==> src/hdl/sac_pkg.sv <==
package sac_pkg;
    // Register indexes; each byte address is the index times four
    localparam logic [7:0] SAC_IDX_RESULT = 8'hD0;
    localparam logic [7:0] SAC_IDX_CTRL = 8'hD1;
    localparam logic [7:0] SAC_IDX_CHAN = 8'hE0;
    localparam logic [11:0] SAC_ADDR_RESULT = {2'h0, SAC_IDX_RESULT, 2'h0};
    localparam logic [11:0] SAC_ADDR_CTRL = {2'h0, SAC_IDX_CTRL, 2'h0};
    localparam logic [11:0] SAC_ADDR_CHAN = {2'h0, SAC_IDX_CHAN, 2'h0};
    localparam int SAC_AW = 12;

    // Control register fields
    localparam int SAC_BIT_IRQEN = 7;
    localparam int SAC_BIT_DONE = 6;
    localparam int SAC_BIT_START = 5;
    localparam int SAC_BIT_PWR = 4;
    localparam logic [7:0] SAC_CTRL_RESET = 8'h40;

    // Timing
    localparam int SAC_RES_BITS = 8;
    localparam int SAC_CODES = 256;
    localparam int SAC_CLK_DIV = 12;
    localparam int SAC_CORE_HZ = 20000000;
    localparam int SAC_OSC_REF_HZ = 8000000;
    localparam int SAC_CONV_TIME_NS = 70000;
    // Conversion clocks in 70 us at 8 MHz / 12, rounded down
    localparam int SAC_CONV_TICKS = (SAC_CONV_TIME_NS * (SAC_OSC_REF_HZ / 1000000)) / (SAC_CLK_DIV * 1000);
    localparam int SAC_CORE_PERIOD_NS = 1000000000 / SAC_CORE_HZ;
    // One decided bit per tick, so the whole conversion spans the typical time
    localparam int SAC_TICK_CYCLES = (SAC_CONV_TIME_NS / SAC_CORE_PERIOD_NS) / SAC_RES_BITS;
    localparam int SAC_IRQ_VECTOR = 4;
    localparam int SAC_CHANNELS = 8;

    typedef enum logic [2:0] {
        SAC_IDLE = 3'b001,
        SAC_CONV = 3'b010,
        SAC_SETTLE = 3'b100
    } sac_state_e;

    typedef struct packed {
        logic irqEn;
        logic done;
        logic pwrEn;
    } sac_ctrl_s;

    typedef struct packed {
        logic [SAC_CHANNELS-1:0] chanSel;
        logic cmpHigh;
    } sac_analog_s;
endpackage : sac_pkg

==> src/hdl/sac_sar_core.sv <==
`timescale 1ns/1ps
`default_nettype none
module sac_sar_core (
    input wire logic core_clk,
    input wire logic srst,
    input wire logic start,
    input wire logic tick,
    input wire logic cmpHigh,
    output logic busy,
    output logic finish,
    output logic [7:0] trial,
    output logic [7:0] code
);
    import sac_pkg::*;

    typedef struct packed {
        logic busy;
        logic finish;
        logic [7:0] trial;
        logic [7:0] bitMask;
        logic [7:0] code;
    } sac_core_s;

    sac_core_s cur;
    sac_core_s next_cur;

    always_comb begin
        next_cur = cur;
        next_cur.finish = 1'b0;
        if (start) begin
            // Restart drops any running trial
            next_cur.busy = 1'b1;
            next_cur.bitMask = 8'h80;
            next_cur.trial = 8'h80;
        end else if (cur.busy && tick) begin
            // Keep the bit when input is above the trial level
            next_cur.trial = cmpHigh ? cur.trial : (cur.trial & ~cur.bitMask);
            next_cur.bitMask = cur.bitMask >> 1;
            next_cur.trial = next_cur.trial | next_cur.bitMask;
            if (cur.bitMask == 8'h01) begin
                next_cur.busy = 1'b0;
                next_cur.finish = 1'b1;
                next_cur.code = cmpHigh ? cur.trial : (cur.trial & ~cur.bitMask);
            end
        end
    end

    always_ff @(posedge core_clk) begin
        if (srst) begin
            cur <= '0;
        end else begin
            cur <= next_cur;
        end
    end

    assign busy = cur.busy;
    assign finish = cur.finish;
    assign trial = cur.trial;
    assign code = cur.code;
endmodule : sac_sar_core
`default_nettype wire

==> src/hdl/sac_adc_control.sv <==
// Function
// - Eight-bit result by successive approximation, clocked at oscillator rate over twelve; here one bit per 175 core clocks.
// - One conversion takes typically 70 us at 8 MHz oscillator.
// - Writing one to start strobe begins conversion and clears done flag; here only if the same write also sets power.
// - Done flag sets when conversion finishes; result then valid.
// - Exactly one conversion per start strobe write, never self-started.
// - Start strobe during a conversion abandons it and restarts.
// - Start strobe is write-only; its read position returns zero.
// - Maskable interrupt on vector 4 when done sets, gated by enable.
// - Power enable zero powers converter down; one powers it.
// - Converter keeps running in WAIT; no automatic disable.
// - Reset aborts conversion, loads control 40h, interrupt enable zero.
// - Input channel chosen by one port line set to analog mode.
// - Completion interrupt can wake the processor from WAIT.
// - Result spans 256 equal steps between supply references.
// - Control register layout: enable b7, done b6, start b5, power b4.
// - Read-only result register holds all eight result bits.
//
// Design decisions made here: the APB register port and the register addresses.
`timescale 1ns/1ps
`default_nettype none
module sac_adc_control (
    input wire logic core_clk,
    input wire logic srst,
    input wire logic psel,
    input wire logic penable,
    input wire logic pwrite,
    input wire logic [sac_pkg::SAC_AW-1:0] paddr,
    input wire logic [31:0] pwdata,
    output logic [31:0] prdata,
    output logic pready,
    output logic pslverr,
    input wire logic cmpHighPin,
    input wire logic cpuWait,
    output logic [7:0] dacTrial,
    output logic converterPowered,
    output logic [sac_pkg::SAC_CHANNELS-1:0] analogChanSel,
    output logic doneIrq,
    output logic wakeReq
);
    import sac_pkg::*;

    function automatic logic hitAddr(input logic [SAC_AW-1:0] a, input logic [SAC_AW-1:0] reg_addr);
        hitAddr = (a == reg_addr);
    endfunction : hitAddr

    typedef struct packed {
        sac_ctrl_s ctrl;
        logic [7:0] result;
        logic [SAC_CHANNELS-1:0] chanSel;
        logic [7:0] tickCnt;
        logic [11:0] convCycles;
        logic [31:0] rdata;
        logic cmpMeta;
        logic cmpSync;
        sac_state_e state;
    } sac_top_s;

    sac_top_s cur;
    sac_top_s next_cur;

    logic busAccess;
    logic wrCtrl;
    logic startReq;
    logic tick;
    logic coreBusy;
    logic coreFinish;
    logic [7:0] coreCode;
    logic [7:0] coreTrial;
    logic mapped;

    // Single-cycle access phase: no wait states
    assign busAccess = psel && penable;
    assign mapped = hitAddr(paddr, SAC_ADDR_RESULT) || hitAddr(paddr, SAC_ADDR_CTRL) || hitAddr(paddr, SAC_ADDR_CHAN);
    assign wrCtrl = busAccess && pwrite && hitAddr(paddr, SAC_ADDR_CTRL);
    // Start ignored unless the same write sets power; settling is software's job
    assign startReq = wrCtrl && pwdata[SAC_BIT_START] && pwdata[SAC_BIT_PWR];
    assign tick = (cur.tickCnt == 8'(SAC_TICK_CYCLES - 1));

    sac_sar_core u_core (
        .core_clk(core_clk),
        .srst(srst),
        .start(startReq),
        .tick(tick),
        .cmpHigh(cur.cmpSync),
        .busy(coreBusy),
        .finish(coreFinish),
        .trial(coreTrial),
        .code(coreCode)
    );

    always_comb begin
        next_cur = cur;
        next_cur.cmpMeta = cmpHighPin;
        next_cur.cmpSync = cur.cmpMeta;
        // Conversion clock divider restarts with each start so timing is repeatable
        if (startReq || tick || !coreBusy) begin
            next_cur.tickCnt = 8'h00;
        end else begin
            next_cur.tickCnt = cur.tickCnt + 8'h01;
        end
        // Length of the running conversion, held against the tick budget
        if (startReq) begin
            next_cur.convCycles = 12'h000;
        end else if (coreBusy) begin
            next_cur.convCycles = cur.convCycles + 12'h001;
        end
        if (wrCtrl) begin
            next_cur.ctrl.irqEn = pwdata[SAC_BIT_IRQEN];
            next_cur.ctrl.pwrEn = pwdata[SAC_BIT_PWR];
            // An unpowered start is refused, so done must stay as it was
            if (startReq) begin
                next_cur.ctrl.done = 1'b0;
            end
        end
        if (busAccess && pwrite && hitAddr(paddr, SAC_ADDR_CHAN)) begin
            next_cur.chanSel = pwdata[SAC_CHANNELS-1:0];
        end
        if (coreFinish && !startReq) begin
            next_cur.ctrl.done = 1'b1;
            next_cur.result = coreCode;
        end
        unique case (cur.state)
            SAC_IDLE: begin
                if (startReq) next_cur.state = SAC_CONV;
            end
            SAC_CONV: begin
                if (coreFinish && !startReq) next_cur.state = SAC_SETTLE;
            end
            SAC_SETTLE: begin
                next_cur.state = startReq ? SAC_CONV : SAC_IDLE;
            end
            default: next_cur.state = SAC_IDLE;
        endcase
        next_cur.rdata = 32'h0000_0000;
        if (psel && !penable && !pwrite) begin
            if (hitAddr(paddr, SAC_ADDR_RESULT)) begin
                next_cur.rdata[7:0] = cur.result;
            end else if (hitAddr(paddr, SAC_ADDR_CTRL)) begin
                next_cur.rdata[SAC_BIT_IRQEN] = cur.ctrl.irqEn;
                next_cur.rdata[SAC_BIT_DONE] = cur.ctrl.done;
                next_cur.rdata[SAC_BIT_START] = 1'b0;
                next_cur.rdata[SAC_BIT_PWR] = cur.ctrl.pwrEn;
            end else if (hitAddr(paddr, SAC_ADDR_CHAN)) begin
                next_cur.rdata[SAC_CHANNELS-1:0] = cur.chanSel;
            end
        end
    end

    always_ff @(posedge core_clk) begin
        if (srst) begin
            cur <= '0;
            cur.ctrl <= sac_ctrl_s'({SAC_CTRL_RESET[SAC_BIT_IRQEN], SAC_CTRL_RESET[SAC_BIT_DONE],
                SAC_CTRL_RESET[SAC_BIT_PWR]});
            cur.state <= SAC_IDLE;
        end else begin
            cur <= next_cur;
        end
    end

    assign prdata = cur.rdata;
    assign pready = 1'b1;
    assign pslverr = busAccess && !mapped;
    // No WAIT input gating; the converter keeps running
    assign converterPowered = cur.ctrl.pwrEn;
    assign analogChanSel = cur.chanSel;
    assign dacTrial = coreTrial;
    // Level interrupt toward vector 4; same level wakes a waiting core
    assign doneIrq = cur.ctrl.irqEn && cur.ctrl.done;
    assign wakeReq = doneIrq && cpuWait;

    // Conversion control
    AST_DONE_SET: assert property (@(posedge core_clk) disable iff (srst)
        coreFinish && !startReq
        |=> cur.ctrl.done && cur.result == $past(coreCode))
        else $error("done or result not set at finish");

    AST_START_CLR: assert property (@(posedge core_clk) disable iff (srst)
        startReq
        |=> !cur.ctrl.done && coreBusy)
        else $error("start did not clear done or start core");

    AST_ONE_CONV: assert property (@(posedge core_clk) disable iff (srst)
        coreFinish && !startReq
        |=> !coreBusy)
        else $error("conversion restarted by itself");

    AST_RESTART: assert property (@(posedge core_clk) disable iff (srst)
        coreBusy && startReq
        |=> coreBusy && !coreFinish)
        else $error("restart did not abandon conversion");

    AST_CONV_LEN: assert property (@(posedge core_clk) disable iff (srst)
        coreFinish
        |-> cur.convCycles == 12'(SAC_RES_BITS * SAC_TICK_CYCLES))
        else $error("conversion length differs from tick budget");

    AST_TICK_BUSY: assert property (@(posedge core_clk) disable iff (srst)
        tick
        |-> coreBusy)
        else $error("tick outside a conversion");

    AST_TICK_IDLE: assert property (@(posedge core_clk) disable iff (srst)
        !coreBusy
        |=> cur.tickCnt == 8'h00)
        else $error("divider ran while idle");

    AST_TICK_MAX: assert property (@(posedge core_clk) disable iff (srst)
        1'b1
        |-> cur.tickCnt <= 8'(SAC_TICK_CYCLES - 1))
        else $error("divider passed its end count");

    AST_TRIAL_FIRST: assert property (@(posedge core_clk) disable iff (srst)
        startReq
        |=> dacTrial == 8'(1 << (SAC_RES_BITS - 1)))
        else $error("first trial is not the top bit");

    AST_TRIAL_IDLE: assert property (@(posedge core_clk) disable iff (srst)
        !coreBusy && !startReq
        |=> $stable(dacTrial))
        else $error("trial moved without a conversion");

    AST_BUSY_CONV: assert property (@(posedge core_clk) disable iff (srst)
        coreBusy
        |-> cur.state == SAC_CONV)
        else $error("core busy outside conversion state");

    AST_STATE_HOT: assert property (@(posedge core_clk) disable iff (srst)
        1'b1
        |-> $onehot(cur.state))
        else $error("state code not one-hot");

    AST_SYNC: assert property (@(posedge core_clk) disable iff (srst)
        !$past(srst)
        |-> cur.cmpSync == $past(cur.cmpMeta))
        else $error("comparator synchroniser skipped a stage");

    // Power and wait mode
    AST_PWR: assert property (@(posedge core_clk) disable iff (srst)
        wrCtrl
        |=> converterPowered == $past(pwdata[SAC_BIT_PWR]))
        else $error("power enable not applied");

    AST_UNPWR: assert property (@(posedge core_clk) disable iff (srst)
        wrCtrl && pwdata[SAC_BIT_START] && !pwdata[SAC_BIT_PWR] && !coreFinish
        |=> $stable(cur.ctrl.done))
        else $error("unpowered start changed done");

    AST_UNPWR_IDLE: assert property (@(posedge core_clk) disable iff (srst)
        wrCtrl && pwdata[SAC_BIT_START] && !pwdata[SAC_BIT_PWR] && !coreBusy
        |=> !coreBusy)
        else $error("unpowered start began a conversion");

    AST_WAIT_RUN: assert property (@(posedge core_clk) disable iff (srst)
        !wrCtrl
        |=> $stable(converterPowered))
        else $error("power changed without a write");

    // Interrupt and wake
    AST_IRQ: assert property (@(posedge core_clk) disable iff (srst)
        1'b1
        |-> doneIrq == (cur.ctrl.irqEn && cur.ctrl.done) && (!cur.ctrl.irqEn -> !doneIrq))
        else $error("interrupt not gated by enable");

    AST_WAKE: assert property (@(posedge core_clk) disable iff (srst)
        cpuWait && cur.ctrl.irqEn && cur.ctrl.done
        |-> wakeReq)
        else $error("waiting core not woken at completion");

    // Register bus
    AST_STA_RD0: assert property (@(posedge core_clk) disable iff (srst)
        psel && penable && !pwrite && paddr == SAC_ADDR_CTRL
        |-> !prdata[SAC_BIT_START])
        else $error("start bit read as one");

    AST_CTRL_RD: assert property (@(posedge core_clk) disable iff (srst)
        psel && !penable && !pwrite && hitAddr(paddr, SAC_ADDR_CTRL)
        |=> prdata[SAC_BIT_DONE] == $past(cur.ctrl.done) && prdata[SAC_BIT_PWR-1:0] == '0 && prdata[31:8] == '0)
        else $error("control read layout wrong");

    AST_RES_RD: assert property (@(posedge core_clk) disable iff (srst)
        psel && !penable && !pwrite && hitAddr(paddr, SAC_ADDR_RESULT)
        |=> prdata == {24'h000000, $past(cur.result)})
        else $error("result read wrong");

    AST_RD_IDLE: assert property (@(posedge core_clk) disable iff (srst)
        !(psel && !penable && !pwrite)
        |=> prdata == 32'h0000_0000)
        else $error("read data stood past its cycle");

    AST_SLVERR: assert property (@(posedge core_clk) disable iff (srst)
        pslverr
        |-> psel && penable)
        else $error("error response outside access phase");

    AST_WR_DROP: assert property (@(posedge core_clk) disable iff (srst)
        busAccess && pwrite && !mapped && !coreFinish
        |=> $stable(cur.ctrl) && $stable(cur.chanSel))
        else $error("unmapped write landed");

    AST_RO_RESULT: assert property (@(posedge core_clk) disable iff (srst)
        busAccess && pwrite && hitAddr(paddr, SAC_ADDR_RESULT) && !coreFinish
        |=> $stable(cur.result))
        else $error("result register was written");

    AST_CHAN: assert property (@(posedge core_clk) disable iff (srst)
        busAccess && pwrite && hitAddr(paddr, SAC_ADDR_CHAN)
        |=> analogChanSel == $past(pwdata[SAC_CHANNELS-1:0]))
        else $error("channel select not applied");

    // Result and reset
    AST_RES_HOLD: assert property (@(posedge core_clk) disable iff (srst)
        !coreFinish
        |=> $stable(cur.result))
        else $error("result changed without completion");

    AST_RESET: assert property (@(posedge core_clk)
        $past(srst)
        |-> !cur.ctrl.irqEn && cur.ctrl.done && !coreBusy)
        else $error("reset state wrong");

    COV_CONV: cover property (@(posedge core_clk) disable iff (srst) coreFinish && !startReq);
    COV_ABORT: cover property (@(posedge core_clk) disable iff (srst) coreBusy && startReq);
    COV_IRQ: cover property (@(posedge core_clk) disable iff (srst) $rose(doneIrq));
    COV_UNPWR: cover property (@(posedge core_clk) disable iff (srst)
        wrCtrl && pwdata[SAC_BIT_START] && !pwdata[SAC_BIT_PWR]);
    COV_WAKE: cover property (@(posedge core_clk) disable iff (srst) $rose(wakeReq));
endmodule : sac_adc_control
`default_nettype wire

==> config.mk <==
export PLATFORM = sky130hd
export DESIGN_NAME = sac_adc_control
export DESIGN_NICKNAME = d
export VERILOG_FILES = /design/src/hdl/sac_pkg.sv /design/src/hdl/sac_sar_core.sv /design/src/hdl/sac_adc_control.sv
export SDC_FILE = /design/constraint.sdc
export NUM_CORES = 1
export LEC_CHECK = 0
export BUFFER_PORTS_ARGS = -buffer_cell sky130_fd_sc_hd__clkbuf_2
export CORE_MARGIN = 4
export CORE_UTILIZATION = 51
export CTS_BUF_LIST = sky130_fd_sc_hd__clkbuf_4 sky130_fd_sc_hd__clkbuf_8
export DETAILED_ROUTE_END_ITERATION = 10
export PLACE_DENSITY = 0.88
export RECOVER_POWER = 25
export REMOVE_ABC_BUFFERS = 1
export SLEW_MARGIN = 20
export SYNTH_ARGS = -nofsm -noshare
export SYNTH_HDL_FRONTEND = slang
export SYNTH_SLANG_ARGS = --single-unit
==> constraint.sdc <==
create_clock -name core_clk -period 2.63 [get_ports core_clk]
set_clock_uncertainty 0.05 [all_clocks]
set_input_delay 0.3945 -clock core_clk [delete_from_list [all_inputs] [get_ports core_clk]]
set_output_delay 0.3945 -clock core_clk [all_outputs]
set_load 0.02 [all_outputs]
# Word-level counts from Yosys, hierarchy flattened
# Cells that the tools add are included.
# totals
word_cells	71
regBits	87
out_inout_bits	53
# op_classes
reduce_logical	32
n_eq_ne	5
n_bitwise	6
mux	10
n_addsub	1
# ops
op	count
equality test 12 x 10 -> 1 bit, second input constant	3
two-way mux 8 bit	4
two-way mux 26 bit	1
two-way mux 16 bit	1
logical AND 1 bit	13
adder 8 x 1 -> 8 bit, second input constant	1
bitwise AND 8 bit	1
equality test 8 x 1 -> 1 bit, second input constant	1
equality test 8 bit, second input constant	1
two-way mux 4 bit	2
inverter 8 bit	1
bitwise OR 8 x 7 -> 8 bit	1
OR reduction 2 bit	4
zero test 1 bit	5
logical OR 1 bit	4
AND reduction 2 bit	2
nonzero test 2 bit	2
inverter 1 bit	3
AND reduction 3 bit	1
OR reduction 3 bit	1
two-way mux 2 bit	1
two-way mux 1 bit	1

# Logic depth before layout (Yosys ltp)
# Gate-level depths: netlist of run 1.
# logic_depth
depth_word	8
depth_mapped	7
depth_no_buf	6

# Cells and area by module
# From an unflattened synthesis of run 1, not the netlist that was laid out.
# hier_totals
hier_cells	382
hier_area_um2	3276.9
# modules_own_cells
module	instances	seq_area_each_um2	area_each_um2	cells_per_inst
sac_adc_control	1	740.7	2149.6	252
sac_sar_core	1	520.5	1127.3	130

# Worst setup path after synthesis of run 1
# OpenSTA, ideal clock, no wires.
# synth_timing
path_type	input to register
from	in paddr[2] in the netlist's numbering
to	reg cur (netlist bit analogChanSel[3])
setup_ps	132
slack_ps	547
path_buffers	2
path_stages	6
required_ps	2448
t_arrival_ps	1901
path_cell_list	buf_2 or4b_1 or4_1 clkbuf_1 o21ai_0 a21oi_1
# synth_via
elab_chain_len	2
# synth_rtl
item	line_no	source
start, declared	sac_adc_control.sv:28	input wire logic [sac_pkg::SAC_AW-1:0] paddr,
equality test 12 x 10 -> 1 bit	sac_adc_control.sv:44	hitAddr = (a == reg_addr);
logical AND 1 bit	sac_adc_control.sv:116	if (busAccess && pwrite && hitAddr(paddr, SAC_ADDR_CHAN)) begin
end signal, assigned	sac_adc_control.sv:157	cur <= next_cur;
end, declared	sac_adc_control.sv:59	sac_top_s cur;
# No other way between the ends.
# A chain may end at the register's enable or synchronous reset.

# Worst setup path in the final report of run 1
# layout_timing
from	in paddr[2] in the netlist's numbering
to	out pslverr
# layout_via
elab_chain_len	5
elab_cells_between_ends	7
cone_classes	eq/ne (3); reduce/logical (4)
# layout_rtl
item	line_no	source
equality test 12 x 10 -> 1 bit	sac_adc_control.sv:44	
logical OR 1 bit	sac_adc_control.sv:74	assign mapped = hitAddr(paddr, SAC_ADDR_RESULT) || hitAddr(paddr, SAC_ADDR_CTRL) || hitAddr(paddr, SAC_ADDR_CH ...
logical OR 1 bit *	sac_adc_control.sv:74	
zero test 1 bit *	sac_adc_control.sv:163	assign pslverr = busAccess && !mapped;
logical AND 1 bit *	sac_adc_control.sv:163	
end, declared	sac_adc_control.sv:32	output logic pslverr,
# Mark *: on every way between the ends. The rest lies on a longest branch, timed or not.

==> results of run 1 <==
[stage by stage]
step	worst slack (ns)	util, %
2_1_floorplan	0.498	-
3_3_place_gp	0.307	54.3
3_5_place_dp	0.220	54.3
4_1_cts	0.554	58.4
5_1_grt	0.487	57.9
6_report	0.558	57.9
[layout make-up]
class | count | area, µm²
Inverter | 10 | 37.5
Timing Repair Buffer | 60 | 285
Fill cell | 488 | 2330
Multi-Input combinational cell | 218 | 1300
Clock buffer | 9 | 124
Clock inverter | 7 | 105
Tap cell | 72 | 90.1
Sequential cell | 63 | 1260
[registers in the layout, indices dropped and copies added (netlist names)]
register / cells
u_core.trial: 8
converterPowered: 1
u_core.cur: 8
u_core.code: 8
cur: 20
u_core.finish: 1
analogChanSel: 8
u_core.busy: 1
prdata: 8
[logic make-up after synthesis]
family,share of synthesized area (%)
xor gates and xnor gates,1.78
adders and majority gates,0.849
and+or+nand+nor,17.2
DFF,42.8
buffers and inverters,15.9
AOI/OAI and AO/OA,14.0
other,0.255
muxes,7.14
[critical path, cell delays in order]
cell	delay (ns)
clkbuf_2	0.17
or4b_1	0.63
o21ai_0	0.19
a21oi_1	0.09
clkbuf_2	0.15
[synth_stat cells, types with 2 or more instances]
master / instances / area share (%)
nor4_1: 2 / 0.42
and2_1: 3 / 0.64
o21ai_0: 16 / 2.7
dfxtp_1: 63 / 43
conb_1: 2 / 0.25
ha_1: 2 / 0.85
a2bb2oi_1: 3 / 0.89
xor2_1: 5 / 1.5
mux2i_1: 21 / 7.1
or4_1: 2 / 0.51
o21ai_1: 2 / 0.34
nor2_1: 23 / 2.9
inv_1: 9 / 1.1
or3_1: 2 / 0.42
a21oi_1: 26 / 4.4
a22oi_1: 5 / 1.3
and4_1: 2 / 0.59
nand2_1: 36 / 4.6
buf_2: 2 / 0.34
clkbuf_1: 8 / 1.0
buf_4: 50 / 13
nor2b_1: 2 / 0.42
nand3_1: 11 / 1.9
nand4_1: 5 / 1.1
and3_1: 2 / 0.42
o211ai_1: 8 / 2.0
[routing by layer]
| layer | GRT usage (%) | vias to the layer above | wire length [µm] |
|---|---|---|---|
| met1 | 18.8 | 1046 | 2480 |
| met3 | 7.01 | 16 | 508 |
| met5 | 0 | - | 0 |
| li1 | - | 1139 | - |
| met2 | 30.5 | 104 | 3080 |
| met4 | 5.85 | 0 | 76 |
[power by group]
group | switching [mW] | internal (mW) | leakage, nW | total (mW)
Sequential | 0.00198 | 0.955 | 0.508 | 0.957
Combinational | 0.0691 | 0.0240 | 0.646 | 0.0931
Clock | 0.399 | 0.546 | 0.112 | 0.945
Total | 0.470 | 1.52 | 1.27 | 1.99
[worst min-delay path by stage]
stage,start,endpoint
after global routing,pwdata[1],analogChanSel[1]
after floorplan,cur[4],cur[3]
after detailed placement,cur[4],cur[3]
after CTS,pwdata[1],analogChanSel[1]
final,cmpHighPin,cur[4]
after global placement,cur[4],cur[3]
==> reports/metrics.cfg, run 1 <==
[cts]
cts_root_buf = clkbuf_8
post_cts_resized = 0
cts_tree = done
cts_hold_buf = 0
cts_buffers = 9
clk_latency_ns = 0.34
cts.sinks = 63
cts.clk_slew.worst_paths_ns = 0.07
clockBufferDepth = 2
h-tree-depth = 3
post_cts_buffers = 0

[cells_and_area]
antenna_cells = 0
final_cell_area_um2 = 3210
finalNonFillerCells = 439
final_cell_mix = dfxtp_1, nand2_1, clkbuf_2
final_common_cell = dfxtp_1
fin_nets = 415
drive_above_1_share_pct = 16.9
area.growth.synth_to_final_pct = 8.84

[drt]
initialDrtViolationCount = 99
avgViaCountPerCell = 5.25
drc = 0
routed_wl_um = 6140
vias = 2305
drtPass1Iterations = 4
ant_nets = 0
wl_per_cell_um = 14.0

[setup_path]
crit_type = in -> out
r2r_cells = 4
critPathCaptureType = primary output
crit_start = paddr[2]
cp.arrival_ns = 1.63
path_max_fanout = 7
crit_path_start_kind = primary input
r2r_slack_ns = 0.69
reg2reg_from = cur[56]
r2r-end = u_core.code[6]
setup.worst_path.end = pslverr
required_ns = 2.19

[logic_synthesis]
synth_edf_count = 0
yosys_most_used_dff = dfxtp_1
avgSynthCellArea_um2 = 8.93
netlist_area_um2 = 2950
ys_seq_area_share_pct = 42.8
syn_inst = 330
async_flop_share_pct = 0
synth.distinct_cells = 44
ys_warn_count = 0
synth_seq_cells = 63

[power]
ir_drop_mv = 0.554
p_leak_nw = 1.27
power_density_nw_per_um2 = 622
power.total_mw = 1.99

[sta]
timing.hold.ws_ns = 0.235
fmax_ghz = 0.483
tightestPinTransition_ns = 0.755
layout_min_cycle_time_ns = 2.07
tns_ns = 0
grt_setup_unrepaired = no
hold_viol_final = 0
slew_headroom_pct = 49.7
period_share_pct = 78.8
drv_slew = 0
finalSetupViolCount = 0

[place]
io_buffers = 54
placed_cells = 423
placed_area_um2 = 3010
dpl.hpwl_um = 4410
place.gp.congestion = 0.819

[global_route]
grt_pass1_wl_um = 10100
track_usage_pct = 17.3
overflow = 0
antenna_found_initial = 0
grt_pass1_vias = 2243
grt_max_degree = 17

[floorplanning]
die_h_um = 84.0
dieWidth_um = 84.0
coreArea_um2 = 5540
io_pins = 104
rows = 27
dieArea_um2 = 7060
initial_core_util_pct = 53.2

[worst_hold_path]
min_path_type = in -> reg
min_path_cells = 2

[outcome]
status = finished clean

[job]
drv_cap = 0

Power figures use the tool's default switching activity.
==> run 2, diff against run 1 <==
Settings changed: ABC_AREA set to 1, CORE_UTILIZATION 51 to 47, PLACE_DENSITY 0.88 to 0.85.
Clock period 2.63 ns to 1.7 ns, I/O delays scaled along.
==> run 2 against run 1 <==
Synthesized cell count up 25%. Clock-buffer cell count stayed put. Register-to-register slack lost 0.54 ns. Sequential cell count stayed put. Total power increased by 40%. Clock power rose by 13%. Critical path type is now reg -> reg.
==> reports/metrics.cfg, run 2 <==
[cells_and_area]
final_cell_area_um2 = 3360  ; +4.9%
area.growth.synth_to_final_pct = 8.56
antenna_cells = 0  ; unchanged
fin_nets = 503  ; +21%
drive_above_1_share_pct = 19.4  ; +2.5 points
final_common_cell = nand2_1
largest_reg_flops = 20  ; unchanged
fillers = 637  ; +31%
final_util_pct = 52.7  ; -5.2 points
largest_register = cur
final_cell_mix = nand2_1, dfxtp_1, a21oi_1

[setup_path]
critPathMaxStageDelay_ns = 0.33  ; -0.30 ns
cp_cell_sequence = inv_1, ha_1, nand2_1, nor2_2, nand3_4, buf_6, buf_4, a21oi_1, a21oi_1
cp.arrival_ns = 1.71  ; +0.08 ns
crit_type = reg -> reg
path_max_fanout = 5  ; -2
setup.worst_path.end = u_core.trial[2]
critical_path_depth = 9  ; +4
crit_top_cell = a21oi_1
path_buf_inv = 3  ; +1
critPathCaptureType = flop
crit_path_start_kind = flop
crit_start = cur[49]
cp_slowest_cell = dfxtp_1
r2r-end = u_core.trial[2]
r2r_cells = 9  ; +5
reg2reg_from = cur[49]
required_ns = 1.86  ; -0.33 ns
cpLargestDelayFamily = buffers and inverters
r2r_slack_ns = 0.15  ; -0.54 ns

[sta]
period_share_pct = 91.1
layout_min_cycle_time_ns = 1.55
tightestPinTransition_ns = 0.700  ; -0.0553 ns
slew_headroom_pct = 53.4  ; +3.7 points
drv_slew = 0  ; unchanged
hold_viol_final = 0  ; unchanged
fmax_ghz = 0.646
finalSetupViolCount = 0  ; unchanged

[power]
power_density_nw_per_um2 = 829  ; +33%
pwr-share-comb_pct = 7.8  ; +3.1 points
p_leak_nw = 1.40  ; +10%
switching_share_pct = 25.8  ; +2.3 points
clockPowerShare_pct = 38.4  ; -9.0 points
power_switching_mw = 0.721  ; +53%
power_frac_seq_pct = 53.9  ; +5.9 points
ir_drop_mv = 0.687  ; +24%
p_int_mw = 2.07  ; +36%

[drt]
initialDrtViolationCount = 92  ; -7.1%
drc = 0  ; unchanged
wl_per_cell_um = 11.9  ; -15%
drtPass1Iterations = 4  ; unchanged
vias = 2578  ; +12%
ant_nets = 0  ; unchanged
avgViaCountPerCell = 4.85  ; -7.5%
routed_wl_um = 6300  ; +2.5%

[cts]
clockBufferDepth = 2  ; unchanged
clk_latency_ns = 0.33  ; about the same
cts_hold_buf = 0  ; unchanged
cts_root_buf = clkbuf_8
h-tree-depth = 3  ; unchanged
cts_buffers = 9  ; unchanged
cts.sinks = 63  ; unchanged
cts_tree = done
cts.clk_slew.worst_paths_ns = 0.07  ; about the same

[logic_synthesis]
netlist_area_um2 = 3100  ; +5.2%
synth_edf_count = 0  ; unchanged
ys_warn_count = 0  ; unchanged
synth_common_cells = nand2_1, dfxtp_1, buf_4, a21oi_1, nand3_1
synth.top_cell.area_share_pct = 40.7  ; -2.1 points
avgSynthCellArea_um2 = 7.52  ; -16%
synth_top_cell_by_area = dfxtp_1
ys_seq_area_share_pct = 40.7  ; -2.1 points
synthTopCellsByArea = dfxtp_1, buf_4, nand2_1, a21oi_1, nand3_1
synthMostInstantiatedCell = nand2_1
synth.distinct_cells = 31  ; -30%
yosys_most_used_dff = dfxtp_1
synth_seq_cells = 63  ; unchanged
async_flop_share_pct = 0  ; unchanged
syn_inst = 412  ; +25%

[global_route]
met3_usage_pct = 5.81  ; -1.2 points
top_usage_layer = met2
grt_pass1_vias = 2256  ; +0.58%
overflow = 0  ; unchanged
track_usage_pct = 16.4  ; -0.93 points
antenna_found_initial = 0  ; unchanged
grt_pass1_wl_um = 10100  ; unchanged
met2_usage_pct = 26.4  ; -4.1 points
use_met1_pct = 20.0  ; +1.2 points
grt_max_degree = 22  ; +5

[outcome]
status = finished clean

[floorplanning]
rows = 29  ; +7.4%
io_pins = 104  ; unchanged
initial_core_util_pct = 48.5  ; -4.7 points
coreArea_um2 = 6390  ; +15%
dieWidth_um = 89.2  ; +6.2%
dieArea_um2 = 7950  ; +13%
die_h_um = 89.2  ; +6.2%

[place]
placed_area_um2 = 3170  ; +5.5%
dpl.hpwl_um = 4660  ; +5.7%
place.gp.congestion = 0.871  ; +6.3%
io_buffers = 54  ; unchanged

[worst_hold_path]
min_path_type = in -> reg

[job]
drv_cap = 0  ; unchanged

-- run 2: cell count changes in the layout (fill, tap and decap cells not counted), sizes merged, moves of 6 or more --
cell	delta
nand2	+39
nand3	+33
inv	+28
mux2i	-21
a21oi	+20
nor2	+17
o21ai	-15
o211ai	-8
a21boi	+6
buf	+6
nand4	+6
-- run 2: cell type report --
type / count / area, µm² / share of cell area, %
clock buffer: 9 / 124 / 3.68
inverter: 40 / 151 / 4.50
tap: 77 / 96.3 / 2.86
multi-input combinational: 269 / 1330 / 39.6
clock inverter: 6 / 38.8 / 1.15
timing repair buffer: 67 / 360 / 10.7
sequential: 63 / 1260 / 37.5
-- run 2: power groups by stage --
stage	Sequential, mW	Clock (mW)	Combinational (mW)
after floorplan	1.55	0	0.119
after global placement	1.53	0	0.214
after detailed placement	1.54	0	0.218
after CTS	1.50	1.11	0.219
after global routing	1.50	1.18	0.239
final	1.50	1.07	0.217
-- run 2: cell families after synthesis --
kind of cell	Yosys count	share of synthesized area, %
adders and majority gates	2	0.808
DFF	63	40.7
xor gates and xnor gates	6	1.70
AOI/OAI and AO/OA	58	9.89
and+or+nand+nor	178	26.8
other	2	0.242
buffers and inverters	103	19.8
-- run 2: per-stage QoR --
step	total power, mW	hold slack [ns]	worst slack, ns	cells	setup TNS, ns
after global routing	2.92	0.0444	-0.0108	531	-0.0108
after CTS	2.83	0.0343	0.0517	529	0
after detailed placement	1.75	0.349	0.0651	514	0
final	2.79	0.0541	0.151	531	0
after floorplan	1.67	0.274	-0.176	372	-4.06
after global placement	1.75	0.342	0.122	514	0
-- run 2: worst min-delay path by stage --
stage,from,to,slack (ns),cells past startpoint
6_report,cmpHighPin,cur[4],0.05,3
5_1_grt,cmpHighPin,cur[4],0.04,3
4_1_cts,cmpHighPin,cur[4],0.03,3
3_5_place_dp,cur[4],cur[3],0.35,2
3_3_place_gp,cur[4],cur[3],0.34,2
2_1_floorplan,srst,analogChanSel[0],0.27,1
-- run 2: timing repair --
item,4_1_cts,5_1_grt
gates resized for setup,0,6
setup endpoints to repair,0,22
buffers inserted,0,2
hold endpoints to repair,0,0
-- run 2: tightest hold or removal path, cell delays in order --
cell	delay (ns)
clkbuf_2	0.08
inv_1	0.04
nor2_1	0.03
-- run 2: routing by layer --
| layer | share of wire, % | up-vias |
|---|---|---|
| met1 | 43 | 1145 |
| met3 | 8.2 | 8 |
| met5 | 0 | - |
| met4 | 1.7 | 0 |
| li1 | - | 1332 |
| met2 | 47 | 93 |
